==> src/logic/ipl_defs.svh <==
// Timing counts, framing figures and sizes of the inductive power link codec
`ifndef IPL_DEFS_SVH
`define IPL_DEFS_SVH
`define IPL_CLK_NS 10
`define IPL_ASK_BIT_NS 500000
`define IPL_ASK_BIT_CLKS (`IPL_ASK_BIT_NS / `IPL_CLK_NS)
`define IPL_FSK_BLOCK_LAST 8'hff
`define IPL_FSK_BITS 4'hb
`define IPL_RX_STOP_IDX 4'h9
`define IPL_PREAMBLE_MIN 4'h4
`define IPL_MAX_BYTES 28
`define IPL_MIN_PKT_BYTES 5'h02
`endif

==> src/logic/ipl_pkg.sv <==
// Types shared by the inductive power link codec modules
`include "ipl_defs.svh"
package ipl_pkg;
  typedef enum logic [1:0] {IPL_TX_IDLE = 2'b01, IPL_TX_SEND = 2'b10} ipl_tx_st_t;
  typedef enum logic [2:0] {
    IPL_RX_HUNT = 3'b001,
    IPL_RX_BYTE = 3'b010,
    IPL_RX_GAP = 3'b100
  } ipl_rx_st_t;
  typedef struct packed {
    logic des;
    logic [7:0] dt;
    logic hi;
    logic lo;
  } ipl_leg_t;
  typedef struct packed {
    logic act;
    logic prev;
    logic pend;
    logic [19:0] cnt;
    logic bv;
    logic bval;
    logic berr;
  } ipl_dec_st_t;
  typedef struct packed {
    logic [16:0] sw_cnt;
    logic mod_sel;
    logic [7:0] blk_cnt;
    ipl_tx_st_t tx_st;
    logic [10:0] tx_sh;
    logic [3:0] tx_left;
    logic tx_ph;
    ipl_leg_t leg_a;
    ipl_leg_t leg_b;
    ipl_rx_st_t rx_st;
    logic [3:0] pre_cnt;
    logic [3:0] bit_idx;
    logic [8:0] sh;
    logic [4:0] nbytes;
    logic [7:0] csum;
    logic [`IPL_MAX_BYTES-1:0][7:0] pbuf;
    logic src_sel;
    logic [3:0] score_v;
    logic [3:0] score_i;
    logic pkt_valid;
    logic pkt_err;
    logic [4:0] pkt_len;
    logic [7:0] rd_data;
  } ipl_top_st_t;
endpackage

==> src/logic/ipl_bit_if.sv <==
// Decoded bit events passed from an envelope bit decoder to the packet decoder
`timescale 1ns/1ps
interface ipl_bit_if;
  logic bit_valid;
  logic bit_val;
  logic bit_err;
  modport dec (output bit_valid, output bit_val, output bit_err);
  modport pkt (input bit_valid, input bit_val, input bit_err);
endinterface

==> src/logic/ipl_codec.sv <==
// Inductive power link codec: FSK sender, bridge gate drive and ASK packet decoder
// Notes on behaviour
// - Frequency changes only at boundaries of 256-switching-cycle blocks.
// - Start bit is 512 cycles at the modulated frequency.
// - A one is 256 cycles at one frequency then 256 at the other.
// - A zero is 512 cycles at one frequency without change.
// - Outgoing byte framed as start, data, parity, stop.
// - Incoming load modulation is 2 kbps; decoder timing built on that.
// - Two narrow transitions within a bit period decode as one.
// - A single wide transition in a bit period decodes as zero.
// - Incoming byte is start, 8 data, parity, stop: 11 bits.
// - Packet is preamble, header, message bytes, checksum.
// - One packet decoder serves voltage and current envelope paths.
// - Packet decoder takes the path giving the better demodulated signal.
// - Programmable dead time per half bridge; high and low never both on.
// - Each half-bridge group enabled on its own: full or half bridge.
// - Each group drives a complementary high and low gate pair.
`timescale 1ns/1ps
`include "ipl_defs.svh"
module ipl_codec #(
  parameter int ASK_BIT_CLKS = `IPL_ASK_BIT_CLKS
) (
  input wire logic clk,
  input wire logic nrst,
  input wire logic [15:0] base_half_clks,
  input wire logic [15:0] mod_half_clks,
  input wire logic [15:0] phase_shift_clks,
  input wire logic leg_a_en,
  input wire logic leg_b_en,
  input wire logic [7:0] dead_a_clks,
  input wire logic [7:0] dead_b_clks,
  output logic gate_a_hi,
  output logic gate_a_lo,
  output logic gate_b_hi,
  output logic gate_b_lo,
  input wire logic [7:0] fsk_data,
  input wire logic fsk_valid,
  output logic fsk_ready,
  output logic fsk_mod_active,
  input wire logic coil_voltage_envelope_input,
  input wire logic supply_current_envelope_input,
  output logic pkt_valid,
  output logic pkt_err,
  output logic [4:0] pkt_len,
  input wire logic [4:0] pkt_rd_idx,
  output logic [7:0] pkt_rd_data,
  output logic src_is_current
);
  ipl_pkg::ipl_top_st_t st_r;
  ipl_pkg::ipl_top_st_t st_nxt;
  ipl_bit_if cv ();
  ipl_bit_if ci ();
  logic [16:0] half;
  logic [16:0] period;
  logic sw_wrap;
  logic blk_wrap;
  logic bv;
  logic bval;
  logic berr;

  ipl_bit_dec #(.BIT_CLKS(ASK_BIT_CLKS)) u_dec_v (
    .clk(clk),
    .nrst(nrst),
    .env_in(coil_voltage_envelope_input),
    .bo(cv)
  );
  ipl_bit_dec #(.BIT_CLKS(ASK_BIT_CLKS)) u_dec_i (
    .clk(clk),
    .nrst(nrst),
    .env_in(supply_current_envelope_input),
    .bo(ci)
  );

  function automatic logic phase_on(logic [16:0] cnt, logic [16:0] sh, logic [16:0] per,
                                    logic [16:0] hp);
    logic [16:0] p;
    p = (cnt >= sh) ? cnt - sh : cnt + per - sh;
    return p < hp;
  endfunction

  // Gates drop at once on a change of wanted side; the other side waits out the dead time
  function automatic ipl_pkg::ipl_leg_t leg_step(ipl_pkg::ipl_leg_t s, logic want, logic en,
                                                 logic [7:0] dead);
    ipl_pkg::ipl_leg_t n;
    n = s;
    n.hi = 1'b0;
    n.lo = 1'b0;
    if (want != s.des)
    begin
      n.des = want;
      n.dt = dead;
    end
    else if (s.dt != 8'h00)
      n.dt = s.dt - 8'h01;
    else
    begin
      n.hi = en & s.des;
      n.lo = en & ~s.des;
    end
    return n;
  endfunction

  function automatic logic [3:0] score_upd(logic [3:0] s, logic v, logic e);
    if (e)
      return 4'h0;
    if (v && s != 4'hf)
      return s + 4'h1;
    return s;
  endfunction

  assign half = {1'b0, st_r.mod_sel ? mod_half_clks : base_half_clks};
  assign period = {half[15:0], 1'b0};
  assign sw_wrap = st_r.sw_cnt >= period - 17'h1;
  assign blk_wrap = sw_wrap && st_r.blk_cnt == `IPL_FSK_BLOCK_LAST;
  assign fsk_ready = st_r.tx_st == ipl_pkg::IPL_TX_IDLE && blk_wrap;
  assign bv = st_r.src_sel ? ci.bit_valid : cv.bit_valid;
  assign bval = st_r.src_sel ? ci.bit_val : cv.bit_val;
  assign berr = st_r.src_sel ? ci.bit_err : cv.bit_err;
  assign gate_a_hi = st_r.leg_a.hi;
  assign gate_a_lo = st_r.leg_a.lo;
  assign gate_b_hi = st_r.leg_b.hi;
  assign gate_b_lo = st_r.leg_b.lo;
  assign fsk_mod_active = st_r.mod_sel;
  assign pkt_valid = st_r.pkt_valid;
  assign pkt_err = st_r.pkt_err;
  assign pkt_len = st_r.pkt_len;
  assign pkt_rd_data = st_r.rd_data;
  assign src_is_current = st_r.src_sel;

  always_comb
  begin
    st_nxt = st_r;
    st_nxt.pkt_valid = 1'b0;
    st_nxt.pkt_err = 1'b0;
    st_nxt.rd_data = (pkt_rd_idx < 5'(`IPL_MAX_BYTES)) ? st_r.pbuf[pkt_rd_idx] : 8'h00;
    // Switching-cycle counter; the period follows the half-period inputs on every clock
    st_nxt.sw_cnt = sw_wrap ? 17'h0 : st_r.sw_cnt + 17'h1;
    if (sw_wrap)
      st_nxt.blk_cnt = st_r.blk_cnt + 8'h01;
    st_nxt.leg_a = leg_step(st_r.leg_a, phase_on(st_r.sw_cnt, 17'h0, period, half),
                            leg_a_en, dead_a_clks);
    st_nxt.leg_b = leg_step(st_r.leg_b, phase_on(st_r.sw_cnt, {1'b0, phase_shift_clks},
                            period, half), leg_b_en, dead_b_clks);
    unique case (st_r.tx_st)
      ipl_pkg::IPL_TX_IDLE:
      begin
        if (fsk_valid && blk_wrap)
        begin
          st_nxt.tx_sh = {1'b1, ~^fsk_data, fsk_data, 1'b0};
          st_nxt.mod_sel = 1'b1;
          st_nxt.tx_left = `IPL_FSK_BITS;
          st_nxt.tx_ph = 1'b0;
          st_nxt.tx_st = ipl_pkg::IPL_TX_SEND;
        end
      end
      ipl_pkg::IPL_TX_SEND:
      begin
        if (blk_wrap && !st_r.tx_ph)
        begin
          st_nxt.tx_ph = 1'b1;
          if (st_r.tx_sh[0])
            st_nxt.mod_sel = ~st_r.mod_sel;
        end
        else if (blk_wrap)
        begin
          // A zero keeps its frequency across both halves
          st_nxt.tx_ph = 1'b0;
          st_nxt.tx_sh = {1'b0, st_r.tx_sh[10:1]};
          st_nxt.tx_left = st_r.tx_left - 4'h1;
          if (st_r.tx_left == 4'h1)
          begin
            st_nxt.mod_sel = 1'b0;
            st_nxt.tx_st = ipl_pkg::IPL_TX_IDLE;
          end
        end
      end
      default:
        st_nxt.tx_st = ipl_pkg::IPL_TX_IDLE;
    endcase
    st_nxt.score_v = score_upd(st_r.score_v, cv.bit_valid, cv.bit_err);
    st_nxt.score_i = score_upd(st_r.score_i, ci.bit_valid, ci.bit_err);
    unique case (st_r.rx_st)
      ipl_pkg::IPL_RX_HUNT:
      begin
        // Source may only move while no packet is being taken
        st_nxt.src_sel = st_r.score_i > st_r.score_v;
        if (berr)
          st_nxt.pre_cnt = 4'h0;
        else if (bv && bval)
          st_nxt.pre_cnt = (st_r.pre_cnt == 4'hf) ? 4'hf : st_r.pre_cnt + 4'h1;
        else if (bv && st_r.pre_cnt >= `IPL_PREAMBLE_MIN)
        begin
          st_nxt.rx_st = ipl_pkg::IPL_RX_BYTE;
          st_nxt.bit_idx = 4'h0;
          st_nxt.nbytes = 5'h0;
          st_nxt.csum = 8'h00;
          st_nxt.pre_cnt = 4'h0;
        end
        else if (bv)
          st_nxt.pre_cnt = 4'h0;
      end
      ipl_pkg::IPL_RX_BYTE:
      begin
        if (berr)
        begin
          st_nxt.pkt_err = 1'b1;
          st_nxt.rx_st = ipl_pkg::IPL_RX_HUNT;
        end
        else if (bv && st_r.bit_idx != `IPL_RX_STOP_IDX)
        begin
          st_nxt.sh = {bval, st_r.sh[8:1]};
          st_nxt.bit_idx = st_r.bit_idx + 4'h1;
        end
        else if (bv && bval && ^st_r.sh && st_r.nbytes < 5'(`IPL_MAX_BYTES))
        begin
          st_nxt.pbuf[st_r.nbytes] = st_r.sh[7:0];
          st_nxt.csum = st_r.csum ^ st_r.sh[7:0];
          st_nxt.nbytes = st_r.nbytes + 5'h1;
          st_nxt.rx_st = ipl_pkg::IPL_RX_GAP;
        end
        else if (bv)
        begin
          st_nxt.pkt_err = 1'b1;
          st_nxt.rx_st = ipl_pkg::IPL_RX_HUNT;
        end
      end
      ipl_pkg::IPL_RX_GAP:
      begin
        if (berr)
        begin
          // Silence after a stop bit closes the packet; the last byte is the checksum
          if (st_r.nbytes >= `IPL_MIN_PKT_BYTES && st_r.csum == 8'h00)
          begin
            st_nxt.pkt_valid = 1'b1;
            st_nxt.pkt_len = st_r.nbytes;
          end
          else
            st_nxt.pkt_err = 1'b1;
          st_nxt.rx_st = ipl_pkg::IPL_RX_HUNT;
        end
        else if (bv && !bval)
        begin
          st_nxt.bit_idx = 4'h0;
          st_nxt.rx_st = ipl_pkg::IPL_RX_BYTE;
        end
        else if (bv)
        begin
          st_nxt.pkt_err = 1'b1;
          st_nxt.rx_st = ipl_pkg::IPL_RX_HUNT;
        end
      end
      default:
        st_nxt.rx_st = ipl_pkg::IPL_RX_HUNT;
    endcase
  end

  always_ff @(posedge clk)
  begin
    if (!nrst)
    begin
      st_r <= '0;
      st_r.tx_st <= ipl_pkg::IPL_TX_IDLE;
      st_r.rx_st <= ipl_pkg::IPL_RX_HUNT;
    end
    else
      st_r <= st_nxt;
  end
endmodule

==> src/logic/ipl_bit_dec.sv <==
// Differential bi-phase bit decoder for one demodulated envelope
`timescale 1ns/1ps
`include "ipl_defs.svh"
module ipl_bit_dec #(
  parameter int BIT_CLKS = `IPL_ASK_BIT_CLKS
) (
  input wire logic clk,
  input wire logic nrst,
  input wire logic env_in,
  ipl_bit_if.dec bo
);
  localparam logic [19:0] QTR = 20'(BIT_CLKS / 4);
  localparam logic [19:0] HALF_MAX = 20'(3 * (BIT_CLKS / 4));
  localparam logic [19:0] FULL_MAX = 20'(5 * (BIT_CLKS / 4));

  ipl_pkg::ipl_dec_st_t st_r;
  ipl_pkg::ipl_dec_st_t st_nxt;
  logic edge_seen;

  assign edge_seen = env_in != st_r.prev;
  assign bo.bit_valid = st_r.bv;
  assign bo.bit_val = st_r.bval;
  assign bo.bit_err = st_r.berr;

  always_comb
  begin
    st_nxt = st_r;
    st_nxt.prev = env_in;
    st_nxt.bv = 1'b0;
    st_nxt.berr = 1'b0;
    if (st_r.act && st_r.cnt != 20'hfffff)
      st_nxt.cnt = st_r.cnt + 20'h1;
    if (!st_r.act)
    begin
      // The first edge after silence only opens timing; it carries no bit
      if (edge_seen)
      begin
        st_nxt.act = 1'b1;
        st_nxt.cnt = 20'h0;
        st_nxt.pend = 1'b0;
      end
    end
    else if (edge_seen)
    begin
      st_nxt.cnt = 20'h0;
      if (st_r.cnt < QTR)
      begin
        st_nxt.berr = 1'b1;
        st_nxt.act = 1'b0;
      end
      else if (st_r.cnt < HALF_MAX)
      begin
        if (st_r.pend)
        begin
          st_nxt.bv = 1'b1;
          st_nxt.bval = 1'b1;
          st_nxt.pend = 1'b0;
        end
        else
          st_nxt.pend = 1'b1;
      end
      else if (!st_r.pend)
      begin
        st_nxt.bv = 1'b1;
        st_nxt.bval = 1'b0;
      end
      else
      begin
        st_nxt.berr = 1'b1;
        st_nxt.act = 1'b0;
      end
    end
    else if (st_r.cnt >= FULL_MAX)
    begin
      // Silence of a bit and a quarter ends the burst; the packet side uses this
      st_nxt.berr = 1'b1;
      st_nxt.act = 1'b0;
    end
  end

  always_ff @(posedge clk)
  begin
    if (!nrst)
      st_r <= '0;
    else
      st_r <= st_nxt;
  end
endmodule

==> config.mk <==
export PLATFORM = sky130hd
export DESIGN_NAME = ipl_codec
export DESIGN_NICKNAME = d
export VERILOG_FILES = /design/src/logic/ipl_pkg.sv /design/src/logic/ipl_bit_if.sv /design/src/logic/ipl_codec.sv /design/src/logic/ipl_bit_dec.sv
export VERILOG_INCLUDE_DIRS = /design/src /design/src/logic
export SDC_FILE = /design/constraint.sdc
export NUM_CORES = 1
export LEC_CHECK = 0
export ABC_CLOCK_PERIOD_IN_PS = 9030
export BUFFER_PORTS_ARGS = -buffer_cell sky130_fd_sc_hd__buf_2
export CORE_MARGIN = 1.5
export CORE_UTILIZATION = 53
export CTS_CLUSTER_DIAMETER = 150
export DETAILED_ROUTE_END_ITERATION = 12
export PLACE_DENSITY = 0.71
export SYNTH_ARGS = -nofsm -noshare
export SYNTH_HDL_FRONTEND = slang
export SYNTH_SLANG_ARGS = --single-unit
export TNS_END_PERCENT = 5
==> constraint.sdc <==
create_clock -name clk -period 9.03 [get_ports clk]
set_input_delay 1.806 -clock clk [delete_from_list [all_inputs] [get_ports clk]]
set_output_delay 1.806 -clock clk [all_outputs]
set_load 0.03 [all_outputs]
==> key figures <==
Power and ir drop
  – Worst voltage drop across the vdd grid: roughly 0.13 mV
  – Cell area power density: between 150 and 200 nW/µm²
  – Cell leakage power: 0.009307 µW

Timing
  – Unrepaired setup endpoints after global routing: false
  – Share of the clock period used by the worst path after layout: 88.14%
  – FMAX: approximately 0.13 GHz
  – Post-route clock skew: around 0.024 ns
  – Count of final max-slew check failures: 0
  – Endpoints failing hold: 0
  – Final hold slack: 0.4760 ns
  – Transition time at the pin with the least slew margin: around 1 ns
  – Rel. slew slack: between 30% and 40%
  – Final setup TNS: 0 ns
  – Fin crit period: 7.959 ns
  – Endpoints failing setup: 0

Setup path
  – Critical Path Sink Type: primary output
  – Critical Path Start Type: input port
  – Critical path peak fanout: 8
  – Required time at the worst-slack endpoint: a little over 7 ns
  – Worst endpoint data arrival time: ~6.2 ns
  – Critical path class: input port to primary output

Yosys
  – Number of nets in the synthesized netlist: approximately 2600
  – Synth top area share: a little over a third
  – Synthesized flop and latch total: 399
  – Synth top area cells: dfxtp_1, mux2i_1, nor2_1
  – Synthesized area: roughly 22000 µm²
  – Most area-hungry cell type in the Yosys netlist: dfxtp_1
  – Synth top cells by count: nor2_1, dfxtp_1, mux2i_1
  – Post-synthesis instance total: between 2000 and 2500
  – Number of warnings issued by yosys: 0
  – Fraction of registers with async set or reset after synthesis: 0%
  – Average instance area after synthesis: ~9.3 µm²
  – Share of synthesized area occupied by flip-flops and latches: between 30 and 40%
  – Distinct cells, synth: 76
  – Top-count cell post-synth: nor2_1
  – Number of synthesized flops with an enable pin: 0
  – Predominant post-synthesis flop cell: dfxtp_1

Clocking
  – Post-CTS Setup Repair Bufs: 0
  – TritonCTS clock tree: done
  – Resized cells post-CTS: 0
  – Later-pin clock latency in the skew report: about 0.56 ns
  – Clock transition at the registers of the reported paths: around 0.060 ns
  – Number of CTS-inserted buffers: between 40 and 50
  – Sink Count: ~400
  – Clock tree buffer depth: 3
  – Quantity of hold-fixing buffers added after cts: 0
  – H-tree depth reported by CTS: 2
  – Root Buffer: clkbuf_16

Finish
  – Number of fill cells in the layout: between 3000 and 4000
  – Ratio of cells with drive above 1 in the final layout: between 10% and 20%
  – # nets final: between 2000 and 3000
  – Layout-stage area growth over the synthesis result: 9.915%
  – Final cell utilization of the core: between 50% and 60%
  – Inserted Diodes: 0
  – Non-filler cells, final: 2993

Routing
  – DRC violations left: 0
  – Final ANT Viol Nets: 0
  – DR vias/cell: between 5 and 6
  – Number of vias after detailed routing: ~17000
  – First-pass detailed-route iteration total: 6
  – Detailed Route Iter0 Violations: approximately 950
  – Overall routed net length: ~53 mm
  – DR WL/cell: 17.61 µm

Die
  – Die ar.: 43170 µm²
  – Die boundary height: about 210 µm
  – Row Count: 74
  – Initial core utilization: a little over half
  – Area of the placeable core: approximately 41000 µm²
  – Die X-Extent: between 200 and 250 µm
  – Io pins: between 100 and 150

Placement
  – Dpl cells: around 2900
  – HPWL after DPL: ~37 mm
  – Port Buffer Count: roughly 110
  – Weighted congestion reported at the end of routability-driven placement: roughly 0.95

Global route
  – Global-route wire length before repair: approximately 86 mm
  – Largest net degree at the start of global routing: roughly 140
  – Via count of the first global-routing pass: between 15000 and 20000
  – Global routing usage summed across all routing layers: 24.09%
  – Total gr overflow: 0
  – Number of antenna violations at the first check in global routing: 0

Min path
  – Hold Crit Class: register to register

Outcome
  – Result of the run: finished clean

Job
  – Max Cap Violations: 0
final cells by class:
class	instances	area [µm²]	area share, %
inverter	83	319.1	1.306
clock inverter	12	229.0	0.9374
multi-input combinational	1782	13370	54.71
clock buffer	60	1180	4.830
tap	532	665.6	2.725
sequential	399	7988	32.70
timing repair buffer	125	680.7	2.786
final timing paths:
kind	slack [ns]	endpoint	cells past startpoint	start
worst max-delay path	1.07	fsk_ready	16	mod_half_clks[5]
worst min register to register	0.48	st_r[312]	2	st_r[313]
worst min-delay path	0.48	st_r[312]	2	st_r[313]
worst max register to register	1.98	st_r[290]	28	fsk_mod_active
kinds of logic after synthesis:
group	count (synthesis)	share of synthesized area (%)
buffers and inverters	218	3.941
and+or+nand+nor	856	18.65
adders and majority gates	124	7.083
DFF	399	35.94
AOI/OAI and AO/OA	300	8.929
xor gates and xnor gates	149	5.934
muxes	353	19.52
worst max-delay path, stage by stage:
cell and delay, ns:
buf_2 0.09, mux2i_1 0.42, inv_1 0.14, nor4_1 0.61, nand2_1 0.26, nor3_1 0.29
nand3_1 0.14, xnor2_1 0.18, ha_1 0.33, a21o_1 0.11, a21oi_1 0.07, a21oi_1 0.12
a21oi_1 0.20, nor4_1 0.88, and3b_1 0.28, buf_2 0.20
placed cells by master, fill, tap and decap left out, drive strengths merged, types with 7 or more instances in the layout:
cell type	synthesis	routed
nor4	13	13
o211ai	9	9
nand2b	16	16
dfxtp	399	399
ha	121	121
nor2b	16	16
mux4	64	64
o21a	17	17
a211oi	14	14
buf	29	125
xnor2	81	81
and3	21	21
a21o	25	25
or3	19	19
nor3b	8	8
or4	7	7
mux2i	285	285
nand2	117	117
nand3b	7	7
nor2	453	453
nand4	28	28
clkbuf	106	60
xor2	67	67
a21oi	92	92
and2	9	9
nand3	71	71
nor3	42	42
o31ai	17	17
a311oi	13	13
o21ai	50	50
inv	83	85
o22ai	10	10
power by group:
group,switching [µW],internal [µW],total (µW)
logic,333,234,567
registers,46.2,1800,1840
clock network,698,1080,1780
total,1080,3110,4190
layer usage:
metal  track usage, %  vias to the layer above  routed length (µm)
met5                0                        -                   0
met1            31.29                     8367               23950
li1                 -                     8529                   -
met2            41.65                      351               25270
met4            7.526                        0                1283
met3            3.056                       84                2197
per-stage QoR:
stage                     instance area [µm²]  total power (µW)  setup slack (ns)
after global placement                  23020              2428             1.002
after detailed placement                23020              2443            0.8383
final                                   24430              4190             1.071
after CTS                               24430              4220             1.099
after floorplan                         22220              2309             1.771
after global routing                    24430              4370            0.7283
Note: power is estimated with default switching activity, not from simulation.
